<file path="config.mk">
export PLATFORM = sky130hd
export DESIGN_NAME = tsm_timer
export DESIGN_NICKNAME = d
export VERILOG_FILES = /design/src/design/tsm_pkg.sv /design/src/design/tsm_edge_sync.sv /design/src/design/tsm_timer.sv
export SDC_FILE = /design/constraint.sdc
export NUM_CORES = 1
export LEC_CHECK = 0
export BUFFER_PORTS_ARGS = -buffer_cell sky130_fd_sc_hd__buf_2
export CELL_PAD_IN_SITES_DETAIL_PLACEMENT = 0
export CELL_PAD_IN_SITES_GLOBAL_PLACEMENT = 2
export CORE_MARGIN = 2
export CORE_UTILIZATION = 30
export DETAILED_ROUTE_END_ITERATION = 10
export PLACE_DENSITY_LB_ADDON = 0.1
export SYNTH_ARGS = -nofsm -noshare
export SYNTH_HDL_FRONTEND = slang
export SYNTH_SLANG_ARGS = --single-unit
</file>
<file path="constraint.sdc">
create_clock -name sys_clk_i -period 3.9 [get_ports sys_clk_i]
set_input_delay 0.195 -clock sys_clk_i [delete_from_list [all_inputs] [get_ports sys_clk_i]]
set_output_delay 0.195 -clock sys_clk_i [all_outputs]
set_load 0.01 [all_outputs]
</file>
<file path="src/design/tsm_pkg.sv">
// Constants shared by the specialty timer files
//--------------------------------------------------------------------
// Function
// - Debug hold freezes count during break
// - Multi pulse mode disables capture and compare
// - Capture and compare share one counter
// - Reading cause register clears all earlier flags
// - Event pin bypasses prescaler, decrements counter
// - Only configured edge polarity counts
// - Counter updates third clock after edge
// - Clock source sampled like event pin
// - Capture edge rising, falling or both
// - Edge copies counter into own pair
// - Low byte read blocks capture until high
// - Capture values are read only
// - Capture sets flag; enable gates interrupt
// - Four compare values drive four pins
// - Match action set, clear or toggle
// - Compare pins reset low, init selectable
// - Mode zero forces init value, ignores matches
// - Follow mode copies output zero settings
// - Compare match sets flag; enable gates interrupt
// - Port A mode seven pin assignment
// - Debug hold is control bit seven
// - Source select encoding two bits
//--------------------------------------------------------------------
package tsm_pkg;
   localparam int CNT_W = 16;
   localparam int N_CMP = 4;
   localparam int CAUSE_W = 8;

   // Cause register bit positions
   localparam int CAUSE_EOC = 0;
   localparam int CAUSE_CAP_A = 1;
   localparam int CAUSE_CAP_B = 2;
   localparam int CAUSE_CMP0 = 3;

   // Control register bit position of debug hold
   localparam int CTRL_DEBUG_HOLD_POS = 7;

   // Source select codes
   localparam logic [1:0] SRC_SYS = 2'h0;
   localparam logic [1:0] SRC_RTC = 2'h1;
   localparam logic [1:0] SRC_EV_FALL = 2'h2;
   localparam logic [1:0] SRC_EV_RISE = 2'h3;

   // Prescaler masks for divide by 4, 16, 64, 256
   localparam logic [7:0] DIV4_MASK = 8'h03;
   localparam logic [7:0] DIV16_MASK = 8'h0F;
   localparam logic [7:0] DIV64_MASK = 8'h3F;
   localparam logic [7:0] DIV256_MASK = 8'hFF;

   // Compare action codes
   localparam logic [1:0] ACT_FORCE = 2'h0;
   localparam logic [1:0] ACT_SET = 2'h1;
   localparam logic [1:0] ACT_CLEAR = 2'h2;
   localparam logic [1:0] ACT_TOGGLE = 2'h3;

   // Capture edge control bits
   localparam int CAPE_RISE = 0;
   localparam int CAPE_FALL = 1;

   // Values after reset, and the counter step of one
   localparam logic [CNT_W-1:0] COUNT_RST = 16'h0000;
   localparam logic [7:0] PRE_RST = 8'h00;
   localparam logic [CAUSE_W-1:0] CAUSE_RST = 8'h00;
   localparam logic [N_CMP-1:0] OC_RST = 4'h0;
   localparam logic [CNT_W-1:0] ONE_CNT = 16'h0001;
endpackage : tsm_pkg

</file>
<file path="src/design/tsm_edge_sync.sv">
// Three stage pin synchroniser with edge detection
`timescale 1ns/1ps
module tsm_edge_sync
(
   input wire logic sys_clk_i,
   input wire logic rst_i,
   input wire logic pin_i,
   output logic rise_o,
   output logic fall_o
);
   typedef struct packed {
      logic s1;
      logic s2;
      logic s3;
   } tsm_sync_t;

   tsm_sync_t st_r;
   tsm_sync_t st_nxt;

   //----------------------------------------------------------------
   // Sampling chain
   //----------------------------------------------------------------
   // Shift pin through the stages
   always_comb
   begin
      st_nxt = st_r;
      st_nxt.s1 = pin_i;
      st_nxt.s2 = st_r.s1;
      st_nxt.s3 = st_r.s2;
   end

   always_ff @(posedge sys_clk_i or posedge rst_i)
   begin
      if (rst_i)
      begin
         st_r <= '0;
      end
      else
      begin
         st_r <= st_nxt;
      end
   end

   // Edge pulses from the settled stages only
   assign rise_o = st_r.s2 & ~st_r.s3;
   assign fall_o = ~st_r.s2 & st_r.s3;
endmodule : tsm_edge_sync

</file>
<file path="src/design/tsm_timer.sv">
// Reload timer with event count, input capture and output compare
`timescale 1ns/1ps
module tsm_timer
(
   input wire logic sys_clk_i,
   input wire logic rst_i,
   input wire logic debug_break_i,
   input wire logic [7:0] timer_ctrl_i,
   input wire logic [1:0] clk_sel_i,
   input wire logic [1:0] clk_div_i,
   input wire logic tim_en_i,
   input wire logic tim_cont_i,
   input wire logic reload_pulse_i,
   input wire logic [15:0] reload_val_i,
   input wire logic event_count_pin_i,
   input wire logic rtc_i,
   input wire logic capture_pin_a_i,
   input wire logic capture_pin_b_i,
   input wire logic [1:0] capture_edge_ctrl_a_i,
   input wire logic [1:0] capture_edge_ctrl_b_i,
   input wire logic capture_a_lo_rd_i,
   input wire logic capture_a_hi_rd_i,
   input wire logic capture_b_lo_rd_i,
   input wire logic capture_b_hi_rd_i,
   input wire logic [63:0] compare_value_pair_i,
   input wire logic [7:0] compare_action_field_i,
   input wire logic [3:0] compare_initial_bit_i,
   input wire logic follow_output_zero_i,
   input wire logic compare_mode_enable_i,
   input wire logic multi_pulse_enable_i,
   input wire logic pair_enable_i,
   input wire logic port_a_mode7_i,
   input wire logic timer_zero_toggle_out_i,
   input wire logic timer_two_toggle_out_i,
   input wire logic eoc_irq_enable_i,
   input wire logic [1:0] capture_irq_enable_i,
   input wire logic [3:0] compare_irq_enable_i,
   input wire logic interrupt_cause_rd_i,
   output logic [15:0] count_o,
   output logic timer_done_o,
   output logic [15:0] capture_pair_a_o,
   output logic [15:0] capture_pair_b_o,
   output logic [3:0] compare_out_o,
   output logic [7:0] interrupt_cause_reg_o,
   output logic irq_o,
   output logic [5:0] port_a_func_o,
   output logic [5:0] port_a_func_oe_o,
   output logic port_a_event_sel_o
);
   typedef struct packed {
      logic [15:0] count;
      logic [7:0] pre;
      logic halted;
      logic done;
      logic [7:0] cause;
      logic [15:0] cap_a;
      logic [15:0] cap_b;
      logic lock_a;
      logic lock_b;
      logic [3:0] oc;
   } tsm_state_t;

   tsm_state_t st_r;
   tsm_state_t st_nxt;

   logic [3:0] pin_vec;
   logic [3:0] pin_rise;
   logic [3:0] pin_fall;
   logic debug_hold_bit;
   logic freeze;
   logic [7:0] div_mask;
   logic tick;
   logic run;
   logic upd;
   logic eoc;
   logic cmp_active;
   logic cap_active;
   logic hit_a;
   logic hit_b;
   logic [3:0] cmp_hit;
   logic [7:0] events;
   logic [7:0] irq_mask;
   logic [15:0] eff_val [4];
   logic [1:0] eff_act [4];
   logic [3:0] eff_init;

   //----------------------------------------------------------------
   // Pin sampling
   //----------------------------------------------------------------
   // Event pin, clock signal and both capture pins
   assign pin_vec = {capture_pin_b_i, capture_pin_a_i, rtc_i, event_count_pin_i};

   generate
      for (genvar g = 0; g < 4; g++)
      begin : g_sync
         tsm_edge_sync u_sync
         (
            .sys_clk_i(sys_clk_i),
            .rst_i(rst_i),
            .pin_i(pin_vec[g]),
            .rise_o(pin_rise[g]),
            .fall_o(pin_fall[g])
         );
      end
   endgenerate

   //----------------------------------------------------------------
   // Compare channel settings
   //----------------------------------------------------------------
   // Follow mode points channels 1 to 3 at channel 0
   generate
      for (genvar c = 0; c < tsm_pkg::N_CMP; c++)
      begin : g_cmp
         localparam int SRC = c;
         logic [1:0] sel;
         assign sel = follow_output_zero_i ? 2'h0 : SRC[1:0];
         assign eff_val[c] = compare_value_pair_i[16*sel +: 16];
         assign eff_act[c] = compare_action_field_i[2*sel +: 2];
         assign eff_init[c] = compare_initial_bit_i[sel];
      end
   endgenerate

   //----------------------------------------------------------------
   // Source and mode qualifiers
   //----------------------------------------------------------------
   // Debug hold from bit seven of control
   assign debug_hold_bit = timer_ctrl_i[tsm_pkg::CTRL_DEBUG_HOLD_POS];
   assign freeze = debug_hold_bit & debug_break_i;
   assign cmp_active = compare_mode_enable_i & ~multi_pulse_enable_i;
   assign cap_active = ~multi_pulse_enable_i;

   // Prescaler mask per divider
   always_comb
   begin
      unique case (clk_div_i)
         2'h0: div_mask = tsm_pkg::DIV4_MASK;
         2'h1: div_mask = tsm_pkg::DIV16_MASK;
         2'h2: div_mask = tsm_pkg::DIV64_MASK;
         2'h3: div_mask = tsm_pkg::DIV256_MASK;
      endcase
   end

   // Count tick from the selected source
   always_comb
   begin
      unique case (clk_sel_i)
         tsm_pkg::SRC_SYS: tick = (st_r.pre & div_mask) == div_mask;
         tsm_pkg::SRC_RTC: tick = pin_rise[1];
         tsm_pkg::SRC_EV_FALL: tick = pin_fall[0];
         tsm_pkg::SRC_EV_RISE: tick = pin_rise[0];
      endcase
   end

   // Capture hits, blocked while a pair is half read
   assign hit_a = cap_active & ~st_r.lock_a & ~capture_a_lo_rd_i
      & ((capture_edge_ctrl_a_i[tsm_pkg::CAPE_RISE] & pin_rise[2])
      | (capture_edge_ctrl_a_i[tsm_pkg::CAPE_FALL] & pin_fall[2]));
   assign hit_b = cap_active & ~st_r.lock_b & ~capture_b_lo_rd_i
      & ((capture_edge_ctrl_b_i[tsm_pkg::CAPE_RISE] & pin_rise[3])
      | (capture_edge_ctrl_b_i[tsm_pkg::CAPE_FALL] & pin_fall[3]));

   //----------------------------------------------------------------
   // Next state
   //----------------------------------------------------------------
   // Counter, capture, compare and cause flags
   always_comb
   begin
      st_nxt = st_r;
      st_nxt.done = 1'b0;
      upd = 1'b0;
      eoc = 1'b0;
      cmp_hit = 4'h0;
      run = tim_en_i & ~st_r.halted & ~freeze;
      if (!freeze)
      begin
         st_nxt.pre = st_r.pre + 8'h01;
      end
      if (!tim_en_i)
      begin
         st_nxt.halted = 1'b0;
      end
      // Reload, or one step per qualifying tick
      if (reload_pulse_i)
      begin
         st_nxt.count = reload_val_i;
         st_nxt.halted = 1'b0;
      end
      else if (run && tick)
      begin
         upd = 1'b1;
         if (st_r.count == tsm_pkg::ONE_CNT)
         begin
            eoc = 1'b1;
            if (tim_cont_i)
            begin
               st_nxt.count = reload_val_i;
            end
            else
            begin
               st_nxt.count = tsm_pkg::COUNT_RST;
               st_nxt.halted = 1'b1;
               st_nxt.done = 1'b1;
            end
         end
         else
         begin
            st_nxt.count = st_r.count - tsm_pkg::ONE_CNT;
         end
      end
      // Compare actions on the shared counter
      for (int i = 0; i < tsm_pkg::N_CMP; i++)
      begin
         if (eff_act[i] == tsm_pkg::ACT_FORCE)
         begin
            st_nxt.oc[i] = eff_init[i];
         end
         else if (cmp_active && upd && st_nxt.count == eff_val[i])
         begin
            cmp_hit[i] = 1'b1;
            unique case (eff_act[i])
               tsm_pkg::ACT_SET: st_nxt.oc[i] = 1'b1;
               tsm_pkg::ACT_CLEAR: st_nxt.oc[i] = 1'b0;
               tsm_pkg::ACT_TOGGLE: st_nxt.oc[i] = ~st_r.oc[i];
               default: st_nxt.oc[i] = st_r.oc[i];
            endcase
         end
      end
      // Capture copies the counter into its own pair
      if (hit_a)
      begin
         st_nxt.cap_a = st_r.count;
      end
      if (hit_b)
      begin
         st_nxt.cap_b = st_r.count;
      end
      // Half read lock per pair
      if (capture_a_hi_rd_i)
      begin
         st_nxt.lock_a = 1'b0;
      end
      if (capture_a_lo_rd_i)
      begin
         st_nxt.lock_a = 1'b1;
      end
      if (capture_b_hi_rd_i)
      begin
         st_nxt.lock_b = 1'b0;
      end
      if (capture_b_lo_rd_i)
      begin
         st_nxt.lock_b = 1'b1;
      end
      // Read clears, new events set on top
      events = 8'h00;
      events[tsm_pkg::CAUSE_EOC] = eoc;
      events[tsm_pkg::CAUSE_CAP_A] = hit_a;
      events[tsm_pkg::CAUSE_CAP_B] = hit_b;
      events[tsm_pkg::CAUSE_CMP0 +: 4] = cmp_hit;
      st_nxt.cause = (interrupt_cause_rd_i ? tsm_pkg::CAUSE_RST : st_r.cause) | events;
   end

   //----------------------------------------------------------------
   // State register
   //----------------------------------------------------------------
   // Every field registered, constants on reset
   always_ff @(posedge sys_clk_i or posedge rst_i)
   begin
      if (rst_i)
      begin
         st_r.count <= tsm_pkg::COUNT_RST;
         st_r.pre <= tsm_pkg::PRE_RST;
         st_r.halted <= 1'b0;
         st_r.done <= 1'b0;
         st_r.cause <= tsm_pkg::CAUSE_RST;
         st_r.cap_a <= tsm_pkg::COUNT_RST;
         st_r.cap_b <= tsm_pkg::COUNT_RST;
         st_r.lock_a <= 1'b0;
         st_r.lock_b <= 1'b0;
         st_r.oc <= tsm_pkg::OC_RST;
      end
      else
      begin
         st_r <= st_nxt;
      end
   end

   //----------------------------------------------------------------
   // Outputs
   //----------------------------------------------------------------
   // Register views; capture values have no write path
   assign count_o = st_r.count;
   assign timer_done_o = st_r.done;
   assign capture_pair_a_o = st_r.cap_a;
   assign capture_pair_b_o = st_r.cap_b;
   assign compare_out_o = st_r.oc;
   assign interrupt_cause_reg_o = st_r.cause;

   // Interrupt from enabled flags only
   always_comb
   begin
      irq_mask = 8'h00;
      irq_mask[tsm_pkg::CAUSE_EOC] = eoc_irq_enable_i;
      irq_mask[tsm_pkg::CAUSE_CAP_A] = capture_irq_enable_i[0];
      irq_mask[tsm_pkg::CAUSE_CAP_B] = capture_irq_enable_i[1];
      irq_mask[tsm_pkg::CAUSE_CMP0 +: 4] = compare_irq_enable_i;
   end
   assign irq_o = |(st_r.cause & irq_mask);

   // Port A alternate function routing
   assign port_a_func_o = {timer_two_toggle_out_i, timer_zero_toggle_out_i, st_r.oc};
   assign port_a_func_oe_o[3:0] = {4{port_a_mode7_i & ~multi_pulse_enable_i}};
   assign port_a_func_oe_o[5:4] = {2{port_a_mode7_i & ~pair_enable_i}};
   assign port_a_event_sel_o = port_a_mode7_i & ~pair_enable_i;
endmodule : tsm_timer

</file>
Yosys cells after proc, flatten, opt, wreduce, memory -nomap -nowiden --
Cells that the tools add are included.
Word-level totals: register bits 84, word-level logic and storage cells 185, input bits 137, output and inout bits 75
Operators by class: reduce and logical (&&, ||, !) cells 27, shift-type cells 6, eq/ne operators 24, bitwise gates (word level) 47, $add $sub $neg 2, order comparisons 3, multiplexer cells 51
Operators with widths (number):
- 64-bit by 7-bit variable part select with 16-bit output | 2
- 16-bit equality test | 4
- 16-bit two-way mux | 4
- 64-bit by 6-bit variable part select with 16-bit output | 1
- 1-bit two-way mux | 32
- 8-bit one-hot mux with 4 select lines | 1
- 2-bit equality test (second input constant) | 12
- 1-bit AND | 23
- 1-bit inverter | 19
- 16-bit by 1-bit equality test with 1-bit output (second input constant) | 1
- 4-bit nonzero test | 4
- 8-bit by 4-bit variable part select with 2-bit output | 2
- 16-bit by 1-bit subtractor with 16-bit output (second input constant) | 1
- 2-bit by 1-bit equality test with 1-bit output (second input constant) | 6
- 2-bit logical NOT | 6
- 1-bit one-hot mux with 3 select lines | 4
- 2-bit nonzero test | 6
- 2-bit two-way mux | 5
- 8-bit by 1-bit adder with 8-bit output (second input constant) | 1
- 8-bit by 7-bit AND with 8-bit output | 1
- 8-bit AND | 1
- 8-bit equality test | 1
- 8-bit two-way mux | 1
- 8-bit by 7-bit bitwise OR with 8-bit output | 1
- 9 further kinds | 21

Longest topological paths before layout --
word-level depth 13, mapped depth 13

By module --
From an unflattened synthesis, not the netlist that was laid out.
Unflattened totals: cells, all modules 751, area, all modules 6759.0 um^2
By module, submodules not included:
- tsm_timer | cells an instance 727, instances 1, seq. area each 1776.7 um^2, area an instance 6383.6 um^2
- tsm_edge_sync | cells an instance 6, instances 4, seq. area each 75.1 um^2, area an instance 93.8 um^2

Worst setup path after synthesis --
No wires, ideal clock.
path kind reg-to-reg, start point register st_r, in the netlist count_o[1], end point register st_r, in the netlist compare_out_o[3], data arrival time 3344 ps, library setup time 95 ps, stages on the path, launching flop included 14, period minus slack after synthesis 3440 ps, setup slack 460 ps, cells stage by stage dfrtp_1 inv_1 ha_1 or4b_1 clkbuf_1 nor4_4 buf_2 o21ai_0 a32oi_1 a21oi_1 or3b_1 nor4_1 a41oi_1 o31ai_1
Between the ends: word-level cells in the longest chain between the ends 8, elaborated cells on any way between the ends 9, those cells by class add/sub: 1; eq/ne: 2; mux: 3; reduce/logical: 3
RTL lines:
- from (decl) | line tsm_timer.sv:63 | tsm_state_t st_r;
- from (signal assigned) | line tsm_timer.sv:284 | st_r <= st_nxt;
- 16-bit by 1-bit subtractor with 16-bit output / 16-bit by 1-bit equality test with 1-bit output (equally long branches) | line tsm_timer.sv:207, tsm_timer.sv:191
- 16-bit two-way mux | line tsm_timer.sv:191 | if (st_r.count == tsm_pkg::ONE_CNT)
- 16-bit two-way mux * | line tsm_timer.sv:188 | else if (run && tick)
- 16-bit two-way mux * | line tsm_timer.sv:183 | if (reload_pulse_i)
- 16-bit equality test * | line tsm_timer.sv:217 | else if (cmp_active && upd && st_nxt.count == eff_val[i])
- 1-bit logical AND * | line tsm_timer.sv:217
- 2-bit nonzero test (no line) *
- 2-bit AND reduction (no line) *
Mark *: on every way between the ends. The rest lies on a longest branch, timed or not. A chain may end at the register's enable or synchronous reset.

==> summary.md <==
| Metric | Value |
|---|---|
| Status | `complete, but fails checks` |
| Failing checks | `negative hold slack` |
| DIE AREA | `0.02237 sq mm` |
| R2R setup slack | `0.12 ns` |
| Clk slew on worst S/H paths | `0.07 ns` |
| Die height | `149.6 um` |
| Avg Vias per Cell | `5.145` |
| CP Buf/Inv Count | `3` |
| Area delta synth->final | `26.45%` |
| Crit start category | `flop` |
| HP Class | `input pin to async pin` |
| Initial drt markers | `338` |
| Top_reg_cell synth | `dfrtp_1` |
| Clock Skews | `0.01073 ns` |
| Clk buf depth | `2` |
| Reg2reg path depth | `12` |
| Simple-Gate Fraction of Synth Area | `16.63%` |
| XOR/XNOR Fraction of Synth Area | `7.715%` |
| Critical path data arrival time | `4.03 ns` |
| Fin util | `38.48%` |
| Synthesis Warnings | `0` |
| Reg2reg end | `compare_out_o[0]` |
| Crit. End Element | `flop` |
| Cell Pwr Density | `380.8 mW/mm^2` |
| Max Cap Viol | `0` |
| Worst reg2reg path startpoint | `count_o[1]` |
| Final Max Tran Viols | `0` |
| FMAX | `264.8 MHz` |
| Post-Syn Area | `0.006357 sq mm` |
| Crit-path leading delay family | `simple AND/OR/NAND/NOR gates` |
| Net count, final | `1015` |
| Largest family of logic cells by synthesized area | `simple AND/OR/NAND/NOR gates` |
| Slowest stage delay, CP | `0.60 ns` |
| Hold Fails Final Rpt | `14` |
| Ant diodes | `0` |
| Sequential share of the synthesized area | `32.67%` |
| Core Box Area | `0.02089 sq mm` |
| GRT Util Overall | `20.59%` |
| Setup TNS | `0 ns` |
| Drt total wl | `23280 um` |
| Post-Layout Cell Count | `1155` |
| Num CTS Buffers | `9` |
| H-tree levels | `3` |
| Clock sinks | `83` |
| Die Wd | `149.6 um` |
| WL/cell | `20.16 um` |
| Number of buffers added on ports | `199` |
| Drt first pass iters | `5` |
| FFs w/ async S/R, synth | `100.0%` |
| Final worst-path setup slack | `0.1236 ns` |
| Placed instance count | `1134` |
| Max-Slew Margin vs Limit | `37.80%` |
| CTS tree | `built` |
| Rows | `53` |
| Routed vias | `5943` |
| Vias in the first global route | `5751` |
| Netlist cell types | `79` |
| Initial antenna violation count | `0` |
| First-pass GRT wire length | `34340 um` |
| Number of synthesized register bits | `83` |
| CP Cell Sequence | `inv_1 > ha_1 > or4b_1 > o32a_1 > o311ai_1 > buf_4 > nand3_1 > xor2_1 > nor4_1 > buf_4 > nand3_1 > o211a_1` |
| Syn Inst Count | `685` |
| Kind of critical path | `flop to flop` |
| RSZ-0062 raised after global routing | `false` |
| Post-DP HPWL | `18950 um` |
| Dpl ws | `0.05306 ns` |
| Total global routing overflow | `0` |
| Most common cell after layout, fill and taps aside | `buf_2` |
| Mux cell area share after synthesis | `14.01%` |
| Commonest non-fill, non-tap cells in the layout | `buf_2, dfrtp_1, buf_4, nand2_1, mux2i_1` |
| Slew @ Worst Pin | `0.9245 ns` |
| DRC | `0` |
| Post-synth net total | `825` |
| Worst VDD drop | `205.1 uV` |
| Largest net degree at the start of global routing | `48` |
| GPL Wtd Cong | `0.8315` |
| Io pins | `212` |
| Syn avg cell area | `9.281 sq um` |
| Initial Utilization | `30.43%` |
| Leakage power | `0.003863 uW` |
| Final hold slack | `-0.02314 ns` |
| Fin crit period | `3.776 ns` |
| CP max stage cell | `or4b_1` |
| Clock Latency Late Sink | `0.36 ns` |
| Number of synthesized flops with an enable pin | `0` |
| Clk Tree Root Cell | `clkbuf_16` |
| Post-route ant nets | `0` |
| WP data required | `4.15 ns` |
| Crit-path max FO | `6` |
| Setup violators final | `0` |
| Post-synthesis adder-cell area fraction | `0.5904%` |
| Share of cells above drive strength 1 | `41.02%` |
| Fin crit share | `96.83%` |
| Synth Area in Compound Gates | `16.34%` |
## logic make-up (layout without fill, tap and decap cells)
family / Yosys count / count (layout)
multiplexers: 84 / 84
other: 1 / 1
flip-flops: 83 / 83
AND/OR/NAND/NOR: 193 / 193
XOR/XNOR: 56 / 56
buffers and inverters: 131 / 326
AO/OA/AOI/OAI: 134 / 134
adder cells (fa/ha/maj): 3 / 3
## sequential cells by signal (all words and copies together) (netlist names)
name                   count
capture_pair_a_o          16
capture_pair_b_o          16
compare_out_o              4
count_o                   16
g_sync.u_sync.st_nxt       8
g_sync.u_sync.st_r         4
interrupt_cause_reg_o      7
st_r                      11
timer_done_o               1
## routing by layer
metal  vias to the layer above  track usage [%]  part of all wire (%)
met1                      2892            27.98                    45
met2                       194            34.22                    48
li1                       2831                -                     -
met4                         0            5.048                   1.4
met3                        26            3.293                   5.4
met5                         -                0                     0
## cells in the mapped netlist (9+ instances only)
| library cell | count | share of area, % |
|---|---|---|
| o31ai_1 | 9 | 1.1 |
| mux2_2 | 40 | 7.1 |
| clkbuf_1 | 27 | 1.6 |
| nand3_1 | 20 | 1.6 |
| buf_4 | 71 | 8.4 |
| mux2i_1 | 44 | 6.9 |
| nor3_1 | 15 | 1.2 |
| dfrtp_1 | 83 | 33 |
| nand2_1 | 53 | 3.1 |
| nor4_1 | 19 | 1.9 |
| xnor2_1 | 28 | 3.9 |
| o21ai_0 | 20 | 1.6 |
| a21oi_1 | 10 | 0.79 |
| nand4_1 | 10 | 0.98 |
| nor2_1 | 21 | 1.2 |
| inv_1 | 27 | 1.6 |
| xor2_1 | 28 | 3.9 |
## layout make-up
class                   instances  area, sq um
multi-input cells             471         3593
repair buffers                283         1637
inverters                      27        102.6
clock buffers                  10        229.0
flip-flops and latches         83         2077
well taps                     275        344.1
clock inverters                 6        56.30
fillers                      2168        12850
## power by group
part / switching, uW / internal (uW) / leakage, uW
sequential: 107 / 1020 / 0.00103
clock: 409 / 447 / 0.000138
combinational: 583 / 498 / 0.00269
total: 1100 / 1960 / 0.00386
## timing repair
action | CTS | global route
buffers inserted | 0 | 1
hold buffers | 4 | 0
hold endpoints to repair | 4 | 0
resized for setup | 0 | 13
setup endpoints to repair | 0 | 6
## worst max-delay path by stage
| stage | from | to | slack, ns | depth (start not counted) |
|---|---|---|---|---|
| after detailed placement | count_o[2] | compare_out_o[3] | 0.05 | 11 |
| final | count_o[1] | compare_out_o[0] | 0.12 | 12 |
| after CTS | count_o[2] | compare_out_o[3] | 0.04 | 11 |
| after global routing | count_o[2] | compare_out_o[2] | 0.002 | 10 |
| after global placement | count_o[1] | compare_out_o[0] | -0.009 | 12 |
| after floorplan | count_o[1] | compare_out_o[3] | 0.46 | 13 |
## through the flow
stage | hold slack, ns | instance area [sq um] | total power [uW]
2_1_floorplan | 0.2264 | 6357 | 1884
3_3_place_gp | 0.3055 | 7644 | 2186
3_5_place_dp | 0.3072 | 7644 | 2210
4_1_cts | 0.01046 | 7969 | 3083
5_1_grt | 0.04095 | 8039 | 3247
6_report | -0.02314 | 8039 | 3061
Note: power is estimated with default switching activity, not from simulation.
